<file path="config.mk">
export PLATFORM = sky130hd
export DESIGN_NAME = itpr_resolver
export DESIGN_NICKNAME = d
export VERILOG_FILES = /design/src/itpr_pkg.sv /design/src/itpr_resolver.sv
export VERILOG_INCLUDE_DIRS = /design/src /design/src/src
export SDC_FILE = /design/constraint.sdc
export NUM_CORES = 1
export LEC_CHECK = 0
export BUFFER_PORTS_ARGS = -buffer_cell sky130_fd_sc_hd__buf_2
export CAP_MARGIN = 10
export CORE_ASPECT_RATIO = 1.1
export CORE_UTILIZATION = 35
export CTS_CLUSTER_SIZE = 24
export DETAILED_ROUTE_END_ITERATION = 7
export SLEW_MARGIN = 20
export SYNTH_ARGS = -nofsm -noshare
export SYNTH_HDL_FRONTEND = slang
export SYNTH_SLANG_ARGS = --single-unit
</file>
<file path="constraint.sdc">
create_clock -name core_clk_i -period 14.2 [get_ports core_clk_i]
set_input_delay 2.84 -clock core_clk_i [delete_from_list [all_inputs] [get_ports core_clk_i]]
set_output_delay 2.84 -clock core_clk_i [all_outputs]
set_load 0.05 [all_outputs]
</file>
<file path="src/itpr_regs.svh">
// Overview of operation
// - 3-bit priority per source, low nibble bits
// - nibble top bit unimplemented, reads zero
// - priority 0 lowest, 7 highest
// - equal priority ties broken by table position
// - natural order 0 highest, 53 lowest
// - interrupt number is tie-break rank
// - vector number is interrupt number plus eight
// - user level beats natural order
// - reset: pc zero, fetch at address zero
// - execute jump word, then go to target
// - four error conditions route to reset
// - watchdog expiry forces reset
// - unwritten pointer register use forces reset
// - illegal opcode resets only when executed
// - simultaneous traps force lockout reset
// - traps non-maskable, fixed priority
// - faulting instruction completes before trap, address error taken at once
// - traps levels 8-15, top level bit set
// - level 0111 blocks interrupts, not traps
// - invalid vector address raises address error
// - priority zero means source disabled
// - flag, enable, level above cpu level
// - nesting disable blocks new interrupt in service
`ifndef ITPR_REGS_SVH
`define ITPR_REGS_SVH

`define ITPR_ADDR_FLAG0     12'h000
`define ITPR_ADDR_FLAG1     12'h004
`define ITPR_ADDR_EN0       12'h008
`define ITPR_ADDR_EN1       12'h00c
`define ITPR_ADDR_PRIO0     12'h010
`define ITPR_ADDR_PRIO_LAST 12'h028
`define ITPR_ADDR_CTRL      12'h030
`define ITPR_ADDR_STATUS    12'h034

`define ITPR_CTRL_NSTD_BIT  0
`define ITPR_VEC_OFFSET     7'h08
`define ITPR_TRAP_LVL_BASE  4'h8
`define ITPR_LVL_BLOCK_ALL  4'h7
`define ITPR_ADDR_ERR_TRAP  3'h4
`define ITPR_RESET_PC       24'h000000
`define ITPR_JUMP_TGT_PC    24'h000002
`define ITPR_RESERVED_MASK  54'h3f_f81e_1780_8000

`endif

</file>
<file path="src/itpr_pkg.sv">
package itpr_pkg;
    typedef enum logic [1:0] {
        ITPR_BOOT_JUMP,
        ITPR_BOOT_TARGET,
        ITPR_BOOT_LOAD,
        ITPR_RUN
    } itpr_boot_t;
endpackage

</file>
<file path="src/itpr_resolver.sv">
`timescale 1ns/1ns
`default_nettype none
`include "itpr_regs.svh"
module itpr_resolver #(
    parameter int           NUM_SRC      = 54,
    parameter logic [53:0]  RESERVED     = `ITPR_RESERVED_MASK
) (
    input  wire logic                core_clk_i,
    input  wire logic                rstn_i,
    // apb slave
    input  wire logic                psel_i,
    input  wire logic                penable_i,
    input  wire logic                pwrite_i,
    input  wire logic [11:0]         paddr_i,
    input  wire logic [31:0]         pwdata_i,
    output logic      [31:0]         prdata_o,
    output logic                     pready_o,
    output logic                     pslverr_o,
    // peripheral events, one-cycle pulses on core_clk_i
    input  wire logic [NUM_SRC-1:0]  src_event_i,
    // core side
    input  wire logic [2:0]          cpu_priority_level_i,
    input  wire logic                cpu_level_top_bit_i,
    input  wire logic                irq_in_service_i,
    input  wire logic                vec_taken_i,
    input  wire logic                instr_done_i,
    input  wire logic [7:0]          trap_cond_i,
    input  wire logic                vec_addr_invalid_i,
    input  wire logic                wdt_expire_i,
    input  wire logic                uninit_ptr_use_i,
    input  wire logic                illegal_op_exec_i,
    input  wire logic [23:0]         prog_word_i,
    output logic                     vec_valid_o,
    output logic      [6:0]          vec_num_o,
    output logic      [3:0]          vec_level_o,
    output logic                     vec_is_trap_o,
    output logic                     error_reset_o,
    output logic      [3:0]          reset_cause_o,
    output logic                     boot_fetch_o,
    output logic      [23:0]         boot_addr_o,
    output logic                     start_valid_o,
    output logic      [23:0]         start_pc_o
);
    localparam int NPW = (NUM_SRC + 7) / 8;

    ////////////////////////////////////////////////////////////////////////
    // apb slave: setup cycle latches answer, access cycle completes
    logic [NUM_SRC-1:0]  flag_q;
    logic [NUM_SRC-1:0]  en_q;
    logic [2:0]          prio_q [NUM_SRC];
    logic                nesting_disable_q;
    logic [7:0]          trap_pend_q;
    logic [63:0]         flag64;
    logic [63:0]         en64;
    logic [31:0]         rdata_d;
    logic                rerr_d;
    logic                setup;
    logic                wr_acc;
    logic [11:0]         prio_idx;
    logic [31:0]         status_word;
    logic                hit_flag0;
    logic                hit_flag1;
    logic                hit_en0;
    logic                hit_en1;
    logic                hit_prio;
    logic                hit_ctrl;

    assign setup    = psel_i & ~penable_i;
    assign wr_acc   = psel_i & penable_i & pwrite_i & pready_o;
    assign flag64   = {{(64 - NUM_SRC){1'b0}}, flag_q};
    assign en64     = {{(64 - NUM_SRC){1'b0}}, en_q};
    assign prio_idx = (paddr_i - `ITPR_ADDR_PRIO0) >> 2;
    assign hit_flag0 = paddr_i == `ITPR_ADDR_FLAG0;
    assign hit_flag1 = paddr_i == `ITPR_ADDR_FLAG1;
    assign hit_en0   = paddr_i == `ITPR_ADDR_EN0;
    assign hit_en1   = paddr_i == `ITPR_ADDR_EN1;
    assign hit_ctrl  = paddr_i == `ITPR_ADDR_CTRL;
    // an unaligned priority address is refused for writes as well as reads
    assign hit_prio  = paddr_i >= `ITPR_ADDR_PRIO0 && paddr_i <= `ITPR_ADDR_PRIO_LAST && paddr_i[1:0] == 2'b00;
    // status mirrors what the core is being shown right now
    assign status_word = {8'h00, trap_pend_q, 1'b0, vec_is_trap_o, vec_valid_o, 1'b0,
                          vec_level_o, 1'b0, vec_num_o};

    always_comb begin
        rdata_d = 32'h0000_0000;
        rerr_d  = 1'b0;
        case (paddr_i)
            `ITPR_ADDR_FLAG0:  rdata_d = flag64[31:0];
            `ITPR_ADDR_FLAG1:  rdata_d = flag64[63:32];
            `ITPR_ADDR_EN0:    rdata_d = en64[31:0];
            `ITPR_ADDR_EN1:    rdata_d = en64[63:32];
            `ITPR_ADDR_CTRL:   rdata_d[`ITPR_CTRL_NSTD_BIT] = nesting_disable_q;
            `ITPR_ADDR_STATUS: rdata_d = status_word;
            default: begin
                if (hit_prio) begin
                    for (int n = 0; n < 8; n++) begin
                        if (int'(prio_idx) * 8 + n < NUM_SRC) begin
                            rdata_d[n*4 +: 4] = {1'b0, prio_q[int'(prio_idx) * 8 + n]};
                        end
                    end
                end else begin
                    rerr_d = 1'b1;
                end
            end
        endcase
    end

    always_ff @(posedge core_clk_i) begin
        if (!rstn_i) begin
            pready_o  <= 1'b0;
            prdata_o  <= 32'h0000_0000;
            pslverr_o <= 1'b0;
        end else begin
            pready_o  <= setup;
            prdata_o  <= setup ? rdata_d : 32'h0000_0000;
            pslverr_o <= setup & rerr_d;
        end
    end

    ////////////////////////////////////////////////////////////////////////
    // flags (write one to clear, a new event wins), enables, priorities
    always_ff @(posedge core_clk_i) begin
        if (!rstn_i) begin
            flag_q <= '0;
        end else begin
            for (int i = 0; i < NUM_SRC; i++) begin
                if (src_event_i[i] && !RESERVED[i]) begin
                    flag_q[i] <= 1'b1;
                end else if (wr_acc && ((hit_flag0 && i < 32) || (hit_flag1 && i >= 32)) && pwdata_i[i % 32]) begin
                    flag_q[i] <= 1'b0;
                end
            end
        end
    end

    always_ff @(posedge core_clk_i) begin
        if (!rstn_i) begin
            en_q <= '0;
        end else if (wr_acc) begin
            for (int i = 0; i < NUM_SRC; i++) begin
                if ((hit_en0 && i < 32) || (hit_en1 && i >= 32)) begin
                    en_q[i] <= pwdata_i[i % 32];
                end
            end
        end
    end

    always_ff @(posedge core_clk_i) begin
        if (!rstn_i) begin
            for (int i = 0; i < NUM_SRC; i++) begin
                prio_q[i] <= 3'h0;
            end
        end else if (wr_acc && hit_prio) begin
            for (int n = 0; n < 8; n++) begin
                if (int'(prio_idx) * 8 + n < NUM_SRC) begin
                    prio_q[int'(prio_idx) * 8 + n] <= pwdata_i[n*4 +: 3];
                end
            end
        end
    end

    always_ff @(posedge core_clk_i) begin
        if (!rstn_i) begin
            nesting_disable_q <= 1'b0;
        end else if (wr_acc && hit_ctrl) begin
            nesting_disable_q <= pwdata_i[`ITPR_CTRL_NSTD_BIT];
        end
    end

    ////////////////////////////////////////////////////////////////////////
    // traps: trap_cond_i captured only as the faulting instruction completes, address error at once
    logic [7:0] trap_new;
    logic [7:0] trap_ack;
    logic       multi_trap;

    always_comb begin
        trap_new = instr_done_i ? trap_cond_i : 8'h00;
        if (vec_addr_invalid_i) begin
            trap_new[`ITPR_ADDR_ERR_TRAP] = 1'b1;
        end
    end

    // two or more distinct traps arriving together cannot be ordered safely
    assign multi_trap = (trap_new & (trap_new - 8'h01)) != 8'h00;

    // only the trap on show can be acknowledged, and a new one of that level wins
    always_comb begin
        trap_ack = 8'h00;
        if (vec_taken_i && vec_is_trap_o && vec_level_o[3]) begin
            trap_ack[vec_level_o[2:0]] = 1'b1;
        end
    end

    always_ff @(posedge core_clk_i) begin
        if (!rstn_i) begin
            trap_pend_q <= 8'h00;
        end else begin
            for (int t = 0; t < 8; t++) begin
                if (trap_new[t]) begin
                    trap_pend_q[t] <= 1'b1;
                end else if (trap_ack[t]) begin
                    trap_pend_q[t] <= 1'b0;
                end
            end
        end
    end

    ////////////////////////////////////////////////////////////////////////
    // error resets
    logic [3:0] cause_d;

    assign cause_d = {multi_trap, illegal_op_exec_i, uninit_ptr_use_i, wdt_expire_i};

    always_ff @(posedge core_clk_i) begin
        if (!rstn_i) begin
            error_reset_o <= 1'b0;
            reset_cause_o <= 4'h0;
        end else begin
            // a flushed illegal opcode never raises illegal_op_exec_i
            error_reset_o <= |cause_d;
            reset_cause_o <= cause_d;
        end
    end

    ////////////////////////////////////////////////////////////////////////
    // resolver: highest user level, lowest number on ties
    logic [NPW*8-1:0]    src_req;
    logic [NPW*24-1:0]   src_lvl;
    logic [NPW-1:0]      grp_ok;
    logic [3*NPW-1:0]    grp_lvl;
    logic [3*NPW-1:0]    grp_idx;
    logic [2:0]          best_grp;
    logic [2:0]          best_lvl;
    logic [5:0]          best_num;
    logic                best_ok;
    logic [2:0]          trap_idx;
    logic                trap_ok;
    logic [3:0]          cpu_lvl;
    logic                irq_go;

    // padding positions above the last source never request
    always_comb begin
        src_req = '0;
        src_lvl = '0;
        for (int i = 0; i < NUM_SRC; i++) begin
            src_req[i] = flag_q[i] && en_q[i] && !RESERVED[i] && prio_q[i] != 3'h0;
            src_lvl[i*3 +: 3] = prio_q[i];
        end
    end

    // groups of eight, then one pick across the NPW groups, keep the compare chain short at the cost of a mux
    for (genvar g = 0; g < NPW; g++) begin : g_grp
        itpr_group_pick #(
            .WIDTH (8)
        ) pick_u (
            .req_i (src_req[g*8 +: 8]),
            .lvl_i (src_lvl[g*24 +: 24]),
            .ok_o  (grp_ok[g]),
            .lvl_o (grp_lvl[g*3 +: 3]),
            .idx_o (grp_idx[g*3 +: 3])
        );
    end

    itpr_group_pick #(
        .WIDTH (NPW)
    ) final_u (
        .req_i (grp_ok),
        .lvl_i (grp_lvl),
        .ok_o  (best_ok),
        .lvl_o (best_lvl),
        .idx_o (best_grp)
    );

    // group number and place in the group together give the natural order number
    assign best_num = {best_grp, grp_idx[best_grp*3 +: 3]};

    always_comb begin
        trap_idx = 3'h0;
        trap_ok  = 1'b0;
        for (int t = 0; t < 8; t++) begin
            if (trap_pend_q[t]) begin
                trap_idx = 3'(t);
                trap_ok  = 1'b1;
            end
        end
    end

    // the top bit makes any trap level mask every interrupt
    assign cpu_lvl = {cpu_level_top_bit_i, cpu_priority_level_i};
    assign irq_go  = best_ok && {1'b0, best_lvl} > cpu_lvl &&
                     !(nesting_disable_q && irq_in_service_i);

    always_ff @(posedge core_clk_i) begin
        if (!rstn_i) begin
            vec_valid_o   <= 1'b0;
            vec_num_o     <= 7'h00;
            vec_level_o   <= 4'h0;
            vec_is_trap_o <= 1'b0;
        end else if (trap_ok) begin
            vec_valid_o   <= 1'b1;
            vec_num_o     <= {4'h0, 3'h7 - trap_idx};
            vec_level_o   <= `ITPR_TRAP_LVL_BASE + {1'b0, trap_idx};
            vec_is_trap_o <= 1'b1;
        end else begin
            vec_valid_o   <= irq_go;
            vec_num_o     <= {1'b0, best_num} + `ITPR_VEC_OFFSET;
            vec_level_o   <= {1'b0, best_lvl};
            vec_is_trap_o <= 1'b0;
        end
    end

    ////////////////////////////////////////////////////////////////////////
    // start sequence: fetch word 0 (jump), word 2 (target), load pc
    itpr_pkg::itpr_boot_t boot_q;

    always_ff @(posedge core_clk_i) begin
        if (!rstn_i) begin
            boot_q        <= itpr_pkg::ITPR_BOOT_JUMP;
            boot_fetch_o  <= 1'b0;
            boot_addr_o   <= `ITPR_RESET_PC;
            start_valid_o <= 1'b0;
            start_pc_o    <= `ITPR_RESET_PC;
        end else begin
            case (boot_q)
                itpr_pkg::ITPR_BOOT_JUMP: begin
                    boot_fetch_o <= 1'b1;
                    boot_addr_o  <= `ITPR_RESET_PC;
                    boot_q       <= itpr_pkg::ITPR_BOOT_TARGET;
                end
                itpr_pkg::ITPR_BOOT_TARGET: begin
                    boot_addr_o <= `ITPR_JUMP_TGT_PC;
                    boot_q      <= itpr_pkg::ITPR_BOOT_LOAD;
                end
                itpr_pkg::ITPR_BOOT_LOAD: begin
                    boot_fetch_o  <= 1'b0;
                    start_pc_o    <= prog_word_i;
                    start_valid_o <= 1'b1;
                    boot_q        <= itpr_pkg::ITPR_RUN;
                end
                itpr_pkg::ITPR_RUN: begin
                    start_valid_o <= 1'b0;
                end
                default: begin
                    boot_q <= itpr_pkg::ITPR_BOOT_JUMP;
                end
            endcase
        end
    end
endmodule

////////////////////////////////////////////////////////////////////////
// one pick stage: highest level wins, lowest position on ties
module itpr_group_pick #(
    parameter int WIDTH = 8
) (
    input  wire logic [WIDTH-1:0]          req_i,
    input  wire logic [3*WIDTH-1:0]        lvl_i,
    output logic                           ok_o,
    output logic      [2:0]                lvl_o,
    output logic      [$clog2(WIDTH)-1:0]  idx_o
);
    localparam int IW = $clog2(WIDTH);

    always_comb begin
        ok_o  = 1'b0;
        lvl_o = 3'h0;
        idx_o = '0;
        // scanning downwards lets the lowest position overwrite its equals
        for (int n = WIDTH - 1; n >= 0; n--) begin
            if (req_i[n] && lvl_i[n*3 +: 3] >= lvl_o) begin
                ok_o  = 1'b1;
                lvl_o = lvl_i[n*3 +: 3];
                idx_o = IW'(n);
            end
        end
    end
endmodule
`default_nettype wire

</file>
### After elaboration in Yosys (flattened, before gate mapping)

Memories as Yosys holds them, arrays and structs flattened.
Index checks and enable logic that the tools add are counted.
Widths: inputs -> output; s select.

* reductions and logical operators: 248
* multipliers: 1
* add/subtract/negate cells: 12
* equal/unequal tests: 8
* magnitude comparators: 52
* shifts and indexed selects: 1
* bitwise logic cells: 8
* multiplexer cells: 297

Operator list (number)
* $mux 3: 99
* $lt 32x7->1 const B: 7
* $pmux 31 s6: 1
* $mux 1: 177
* $logic_and 1x1->1: 150
* $reduce_bool 3->1: 34
* $ge 3x3->1: 32
* $reduce_bool 2->1: 44
* $add 13x3->14 const B: 4
* $mux 6: 8
* $pmux 24 s2: 1
* $mux 31: 1
* $add 13x2->14 const B: 2
* $eq 12x4->1 const B: 2
* $eq 12x6->1 const B: 2
* $ge 3x1->1 const B: 8
* $reduce_or 3->1: 8
* $shiftx 21x6->3: 1
* $mux 8: 2
* $add 13x1->14 const B: 1
* $lt 13x6->1 const B: 1
* $eq 12x3->1 const B: 1
* $ge 12x5->1 const B: 1
* $le 12x6->1 const B: 1
* other kinds (26): 39

* memories: 1
* input port bits: 146
* RAM bits: 162
* register bits: 200

Memory list
* prio_q: depth 54, width 3, rd ports 41, clocked after memory_dff 0, wr ports 54, line itpr_resolver.sv:50 `logic [2:0] prio_q [NUM_SRC];`

### Logic depth before layout (Yosys ltp)

Gate-level depths: netlist of the first run.
An unclocked memory read counts as a cell.

* word-level depth: 36
* gate-level depth with buffers: 72
* depth with buffers taken out: 70

### Modules after synthesis

A second synthesis of the first run with hierarchy kept.

* cell total of the unflattened synthesis: 2601
* area, all modules: 24524.8 µm²

Modules (own cells, without submodules)
* itpr_resolver: area each 16858.7 µm², times used 1, cells an instance 1455
* itpr_group_pick at g_grp[1].pick_u ...: area each 964.7 µm², times used 5, cells an instance 147
* itpr_group_pick at g_grp[6].pick_u: area each 1062.3 µm², times used 1, cells an instance 150
* itpr_group_pick at g_grp[0].pick_u: area each 1007.2 µm², times used 1, cells an instance 153
* itpr_group_pick at final_u: area each 773.2 µm², times used 1, cells an instance 108

### Least setup slack after synthesis of the first run

Ideal clock, no wire load.

* kind: register to register
* from: register en_q[22]
* to: register vec_valid_o
* data arrival time: 12.763 ns
* setup time: 0.116 ns
* buffers on the path: 1
* stages on the path, launching flop included: 68
* data required time: 14.084 ns
* slack: 1.321 ns
* cells stage by stage: dfxtp_1 and3_2 inv_1 ha_1 nand2_1 o21ai_2 o211ai_1 a32o_1 ha_1 nand2b_4 or3b_1 o31a_1 and2_1 and3_1 nor2_1 ha_1 or3b_1 a21oi_1 (+32 left out) nor2b_1 a22oi_1 a21o_1 o211ai_4 mux2_2 ha_1 nand2b_1 a21o_1 a21oi_1 a21o_1 buf_4 and2_4 nor2_1 ha_1 nor2b_1 o21ai_0 nand2b_1 a41o_1

* longest elaborated chain between the ends: 35
* elaborated cells on any way between the ends: 45
* classes of those cells: 10 x order compare; 21 x mux; 14 x reduce/logical

Ends and longest elaborated chain
* start, declared: line itpr_resolver.sv:49 `logic [NUM_SRC-1:0] en_q;`
* start signal, assigned by index: line itpr_resolver.sv:142 `en_q[i] <= pwdata_i[i % 32];`
* $logic_and 1x1->1 * (2 in series): line itpr_resolver.sv:246 `src_req[i] = flag_q[i] && en_q[i] && !RESERVED[i] && prio_q[i] != 3'h0;`
* $logic_and 1x1->1 *: line itpr_resolver.sv:370 `if (req_i[n] && lvl_i[n*3 +: 3] >= lvl_o) begin`
* $mux 3: line itpr_resolver.sv:370
* $ge 3x3->1: line itpr_resolver.sv:370
* $logic_and 1x1->1: line itpr_resolver.sv:370
* $mux 3: line itpr_resolver.sv:370
* $ge 3x3->1: line itpr_resolver.sv:370
* $logic_and 1x1->1: line itpr_resolver.sv:370
* (+17 left out)
* $logic_and 1x1->1: line itpr_resolver.sv:370
* $mux 3: line itpr_resolver.sv:370
* $ge 3x3->1: line itpr_resolver.sv:370
* $logic_and 1x1->1: line itpr_resolver.sv:370
* $mux 3: line itpr_resolver.sv:370
* $gt 3x4->1: line itpr_resolver.sv:290 `assign irq_go = best_ok && {1'b0, best_lvl} > cpu_lvl &&`
* $logic_and 1x1->1 * (2 in series): line itpr_resolver.sv:290
* $mux 1 *: line itpr_resolver.sv:299 `end else if (trap_ok) begin`
* end signal, assigned: line itpr_resolver.sv:305 `vec_valid_o <= irq_go;`
* end, declared: line itpr_resolver.sv:33 `output logic vec_valid_o,`

Mark *: on every way between the ends. The rest lies on a longest branch, timed or not.
A chain may end at the register's enable or synchronous reset.

==> results of run 1 <==
-- worst max-delay path: cells and delay by family (launching register included) --
family          cells  cell delay, ns
compound gates     29            5.57
fa+ha+maj          10            2.56
buf+inv             5            0.69
flops               1            0.44
mux                 2            0.64
simple gates       20            3.56
-- sequential cells by signal, summed over array words and instances (netlist names), 2 cells and up --
name and count:
boot_q 2, prio_q 192, reset_cause_o 4, start_pc_o 24, en_q 54, vec_level_o 4
flag_q 33, trap_pend_q 8, prdata_o 32, vec_num_o 7
-- through the flow --
step	setup TNS (ns)	power, W	hold slack, ns	cells
2_1_floorplan	0	0.00140	0.433	2098
3_3_place_gp	0	0.00150	0.442	2980
3_5_place_dp	0	0.00150	0.447	2980
4_1_cts	0	0.00255	0.455	3055
5_1_grt	-0.192	0.00261	0.480	3064
6_report	0	0.00253	0.458	3066
-- cell type report --
| class | count | area, um^2 | share of cell area |
|---|---|---|---|
| antenna | 3 | 7.51 | 0.000314 |
| clock buffer | 59 | 1220 | 0.0509 |
| clock inverter | 16 | 92.6 | 0.00387 |
| inverter | 70 | 265 | 0.0111 |
| multi-input combinational | 1545 | 10700 | 0.447 |
| sequential | 369 | 9310 | 0.389 |
| tap | 752 | 941 | 0.0394 |
| timing repair buffer | 252 | 1390 | 0.0580 |
-- timing repair --
item	4_1_cts	5_1_grt
endpoints found under the setup margin	2	10
cloned	0	0
buffers inserted	0	7
pin swaps	0	4
gates resized for setup	2	20
-- kinds of logic after synthesis --
kind of cell	count (synthesis)
AND/OR/NAND/NOR	786
AO/OA/AOI/OAI	477
flip-flops	369
buffers and inverters	184
multiplexers	124
adder cells (fa/ha/maj)	105
XOR/XNOR	2
other	1
-- metal layers --
layer / GRT usage / up-vias / part of all wire
li1: - / 7910 / -
met1: 0.316 / 8485 / 0.40
met2: 0.402 / 732 / 0.48
met3: 0.0362 / 158 / 0.074
met4: 0.109 / 0 / 0.043
met5: 0 / - / 0
-- power by group --
| part | switching, W | leakage (nW) | total, W | internal, W |
|---|---|---|---|---|
| registers | 0.0000440 | 3.48 | 0.00121 | 0.00116 |
| logic | 0.000189 | 5.29 | 0.000275 | 0.0000863 |
| clock network | 0.000451 | 0.652 | 0.00105 | 0.000597 |
| total | 0.000684 | 9.42 | 0.00253 | 0.00185 |
-- layout by cell type (no fill, tap or decap), drive strengths merged, types with 53 or more instances in the layout --
cell type and n:
edfxtp 192, a21oi 163, buf 252, nor2 171, ha 104, o21ai 53
clkbuf 59, inv 70, nand2 248, mux2i 55, dfxtp 177, and2 169
-- worst paths after layout --
path | to | slack [ns] | cells after the start
max | vec_valid_o$_SDFF_PN0_ | 0.64 | 66
min | en_q[23]$_SDFFE_PN0P_ | 0.46 | 2
max reg2reg | vec_valid_o$_SDFF_PN0_ | 0.64 | 66
min reg2reg | en_q[23]$_SDFFE_PN0P_ | 0.46 | 2
==> reports/qor.csv, run 1 <==
metric,value,unit
clock_path_buffers,3,
p_leak,9.42,nW
start_util,0.356,
ant_nets,0,
grt_usage,0.244,
muxShareOfSynthArea,0.0915,
row_count,92,
period_needed,13.56,ns
synth_compound_area_frac,0.162,
end_kind,flop,
wl_per_cell,24.0,um
finalHoldViolCount,0,
hold_buffers,0,
dr.pass1.iters,5,
synth_edf_count,192,
setup_slack,0.645,ns
reg2reg_from,prio_q[22][1]$_SDFFCE_PN0P_,
ys_types,101,
synth.top_cells.by_count,"nand2_1 (248), edfxtp_1 (192), dfxtp_1 (177), nor2_1 (171), and2_1 (168)",
syn_area,0.0205,mm^2
fin_nets,2529,
synth.area.top_cells,"edfxtp_1 (28%), dfxtp_1 (17%), ha_1 (6.3%)",
hold_path.class,reg2reg,
clock_sinks,369,
critPathArrivalTime,14.01,ns
postLayoutCellArea,0.0239,mm^2
port_buffers,203,
first_iter_violations,1603,
place_congestion,0.919,
yosys.area.top_type,edfxtp_1,
ir_drop,0.0000717,V
min_period_over_period,0.955,
cts-buffers-inserted,41,
fill_cells,5612,
dp_slack,0.0277,ns
placed_cell_area,0.0225,mm^2
drt_drc_violations_left,0,
syn_inst,2048,
synth_top_area_share,0.281,
die_w,233,um
antenna_found_initial,4,
drive_above_1_share,0.201,
cpMostUsedCell,ha_1,
cap_violations,0,
yosys_warnings,0,
slew_violations,0,
place_hpwl,54100,um
fp.dieH,256,um
cellPowerDensity,106,mW/mm^2
vias_per_cell,5.64,
final_util,0.415,
die_area,0.0595,mm^2
clk_pin_slew,0.06,ns
path_max_fanout,8,
clockRootBuffer,clkbuf_16,
synthAdderAreaFrac,0.0640,
tritoncts,yes,
fmax,73.8,MHz
fin_skew,0.0181,ns
ios,248,
avgSynthCellArea,10.0,um^2
synth-async-reset-ratio,0,
startpoint_type,flop,
synth_seq_cells,369,
worst_pin_slew,1.16,ns
htreeDepth,2,
crit_required,14.66,ns
grt_start_max_net_pins,84,
grt_pass1_vias,16701,
dr_total_vias,17285,
core,0.0576,mm^2
areaGrowthSynthToFinish,16.6,%
maxSlewHeadroom,0.214,
synth.most_common_cell,nand2_1,
grt-ovfl-total,0,
yosysSeqAreaShare,0.454,
path_class,reg2reg,
crit_start,prio_q[22][1]$_SDFFCE_PN0P_,
grt_first_pass_wirelength,107000,um
critPathMaxStageDelay,0.44,ns
crit_path_top_delay_cell,edfxtp_1,
synth_top_family_by_area,simple AND/OR/NAND/NOR gates,
status,"complete, no violations",
synth-simple-area-share,0.187,
worstHoldStart,en_q[23]$_SDFFE_PN0P_,
wirelength,73500,um
synth-xor-area-share,0.000854,
worst_skew_pair.late_latency,0.58,ns
synth_flop_cell,edfxtp_1,
setup_viol,0,
Power figures use the tool's default switching activity.
==> run 2, diff against run 1 <==
- ABC_AREA: not set -> 1
==> reports/qor.csv, run 2 <==
metric,value,unit
cts-buffers-inserted,42,
ios,248,
worst_skew_pair.late_latency,0.58,ns
p_int,0.00190,W
setup-tns-final,0,ns
synth_edf_count,192,
period_needed,11.50,ns
synth-async-reset-ratio,0,
ant_nets,0,
rsz0062_at_grt,no,
placed_cell_area,0.0212,mm^2
cellPowerDensity,118,mW/mm^2
cts_setup_buffers,0,
clock_sinks,369,
status,"complete, no violations",
grt_pass1_vias,16691,
ctsResizeCount,0,
synth_seq_cells,369,
synth_top_area_share,0.298,
core,0.0547,mm^2
wirelength,70900,um
hold_depth,2,
clk_pin_slew,0.06,ns
port_buffers,203,
die_w,226,um
slew_violations,0,
top_register,prio_q,
crit_cells,56,
crit_path_top_delay_cell,o21ai_1,
place_congestion,0.991,
crit_required,14.62,ns
area.sequential,0.00931,mm^2
combPwrFrac,0.134,
startpoint_type,flop,
avgSynthCellArea,8.34,um^2
grt_usage,0.249,
fmax,87.0,MHz
critical_path.top_delay_family,compound AO/OA/AOI/OAI gates,
netSwitchingPower,0.000774,W
path_max_fanout,10,
fin_skew,0.0245,ns
ir_drop,0.000101,V
antenna_found_initial,0,
clock_path_buffers,3,
htreeDepth,2,
dr_total_vias,18073,
finalHoldViolCount,0,
grt_first_pass_wirelength,104000,um
multi_input_area,0.00880,mm^2
drt_drc_violations_left,0,
yosys_warnings,0,
tritoncts,yes,
fin_nets,2784,
row_count,90,
p_leak,10.0,nW
end_kind,flop,
areaGrowthSynthToFinish,16.6,%
start_util,0.354,
synth.top_cells.by_count,"nor2_1 (332), nand2_1 (328), o21ai_0 (255), inv_1 (241), edfxtp_1 (192)",
place_hpwl,53200,um
ys_types,53,
p_sw_frac,0.289,
maxSlewHeadroom,0.311,
min_period_over_period,0.810,
fp.dieH,249,um
yosysSeqAreaShare,0.481,
wl_per_cell,21.5,um
fill_cells,5591,
syn_area,0.0194,mm^2
first_iter_violations,1981,
drive_above_1_share,0.136,
synth_flop_cell,edfxtp_1,
syn_inst,2323,
cpMostUsedCell,nand2_1,
worst_pin_slew,1.03,ns
critPathArrivalTime,11.92,ns
cap_violations,0,
layout_common_cells,"nor2_1 (328), nand2_1 (327), o21ai_0 (255), inv_1 (240), buf_2 (203)",
dr.pass1.iters,6,
reg_top3,"prio_q: 192 flops, en_q: 54 flops, flag_q: 33 flops",
path_class,reg2reg,
setup_viol,0,
clkPwrFrac,0.410,
yosys.area.top_type,edfxtp_1,
vias_per_cell,5.47,
largest_register_ffs,192,
critPathMaxStageDelay,0.59,ns
hold_path.class,reg2reg,
synth.most_common_cell,nor2_1,
final_common_cell,nor2_1,
die_area,0.0563,mm^2
hold_buffers,0,
postLayoutCellArea,0.0226,mm^2
p_seq_frac,0.455,
clockRootBuffer,clkbuf_16,
cp_num_buf_inv,5,
grt_start_max_net_pins,71,
grt-ovfl-total,0,
synth.area.top_cells,"edfxtp_1 (30%), dfxtp_1 (18%), ha_1 (6.7%)",
r2r_cells,56,
==> run 2: layout make-up <==
cell class	count	share of cell area
clock inverter	17	0.00482
tap	736	0.0408
multi-input combinational	1634	0.389
inverter	262	0.0436
sequential	369	0.412
antenna	1	0.000111
clock buffer	58	0.0569
timing repair buffer	225	0.0523
==> run 2: final timing paths <==
path | endpoint | start | slack (ns)
setup / recovery | vec_valid_o$_SDFF_PN0_ | prio_q[39][1]$_SDFFCE_PN0P_ | 2.70
hold / removal | flag_q[18]$_SDFFE_PN0P_ | flag_q[18]$_SDFFE_PN0P_ | 0.47
setup reg to reg | vec_valid_o$_SDFF_PN0_ | prio_q[39][1]$_SDFFCE_PN0P_ | 2.70
hold reg to reg | flag_q[18]$_SDFFE_PN0P_ | flag_q[18]$_SDFFE_PN0P_ | 0.47
==> run 2: worst min-delay path, stage by stage (launching register included) <==
cell     delay [ns]
dfxtp_1        0.30
o21ai_0        0.06
a21oi_1        0.06
==> run 2: metal layers <==
metal | GRT usage | wire, um
met3 | 0.0452 | 6410
met2 | 0.389 | 32000
met4 | 0.119 | 3750
met1 | 0.330 | 28700
met5 | 0 | 0
==> run 2: power by group through the flow <==
| stage | registers, W | logic (W) | clock network, W |
|---|---|---|---|
| after CTS | 0.00122 | 0.000359 | 0.00111 |
| after detailed placement | 0.00124 | 0.000358 | 0 |
| after global routing | 0.00123 | 0.000387 | 0.00115 |
| after global placement | 0.00124 | 0.000352 | 0 |
| final | 0.00122 | 0.000359 | 0.00110 |
| after floorplan | 0.00133 | 0.000150 | 0 |
==> run 2: through the flow <==
step | util | worst slack [ns] | power (W) | hold slack [ns] | std cells
4_1_cts | 0.413 | 2.85 | 0.00269 | 0.474 | 3301
2_1_floorplan | - | 5.00 | 0.00148 | 0.442 | 2373
3_3_place_gp | 0.387 | 3.19 | 0.00159 | 0.460 | 3226
5_1_grt | 0.413 | 1.80 | 0.00276 | 0.491 | 3301
6_report | 0.413 | 2.70 | 0.00268 | 0.475 | 3302
3_5_place_dp | 0.387 | 2.89 | 0.00160 | 0.466 | 3226
==> run 2: cell families (layout without fill, tap and decap cells) <==
family	count (synthesis)	after routing	synth area share
simple gates	849	849	0.188
buf+inv	370	562	0.0763
other cells	1	52	0.000194
compound gates	624	624	0.185
xor+xnor	6	6	0.00271
flops	369	369	0.481
fa+ha+maj	104	104	0.0672
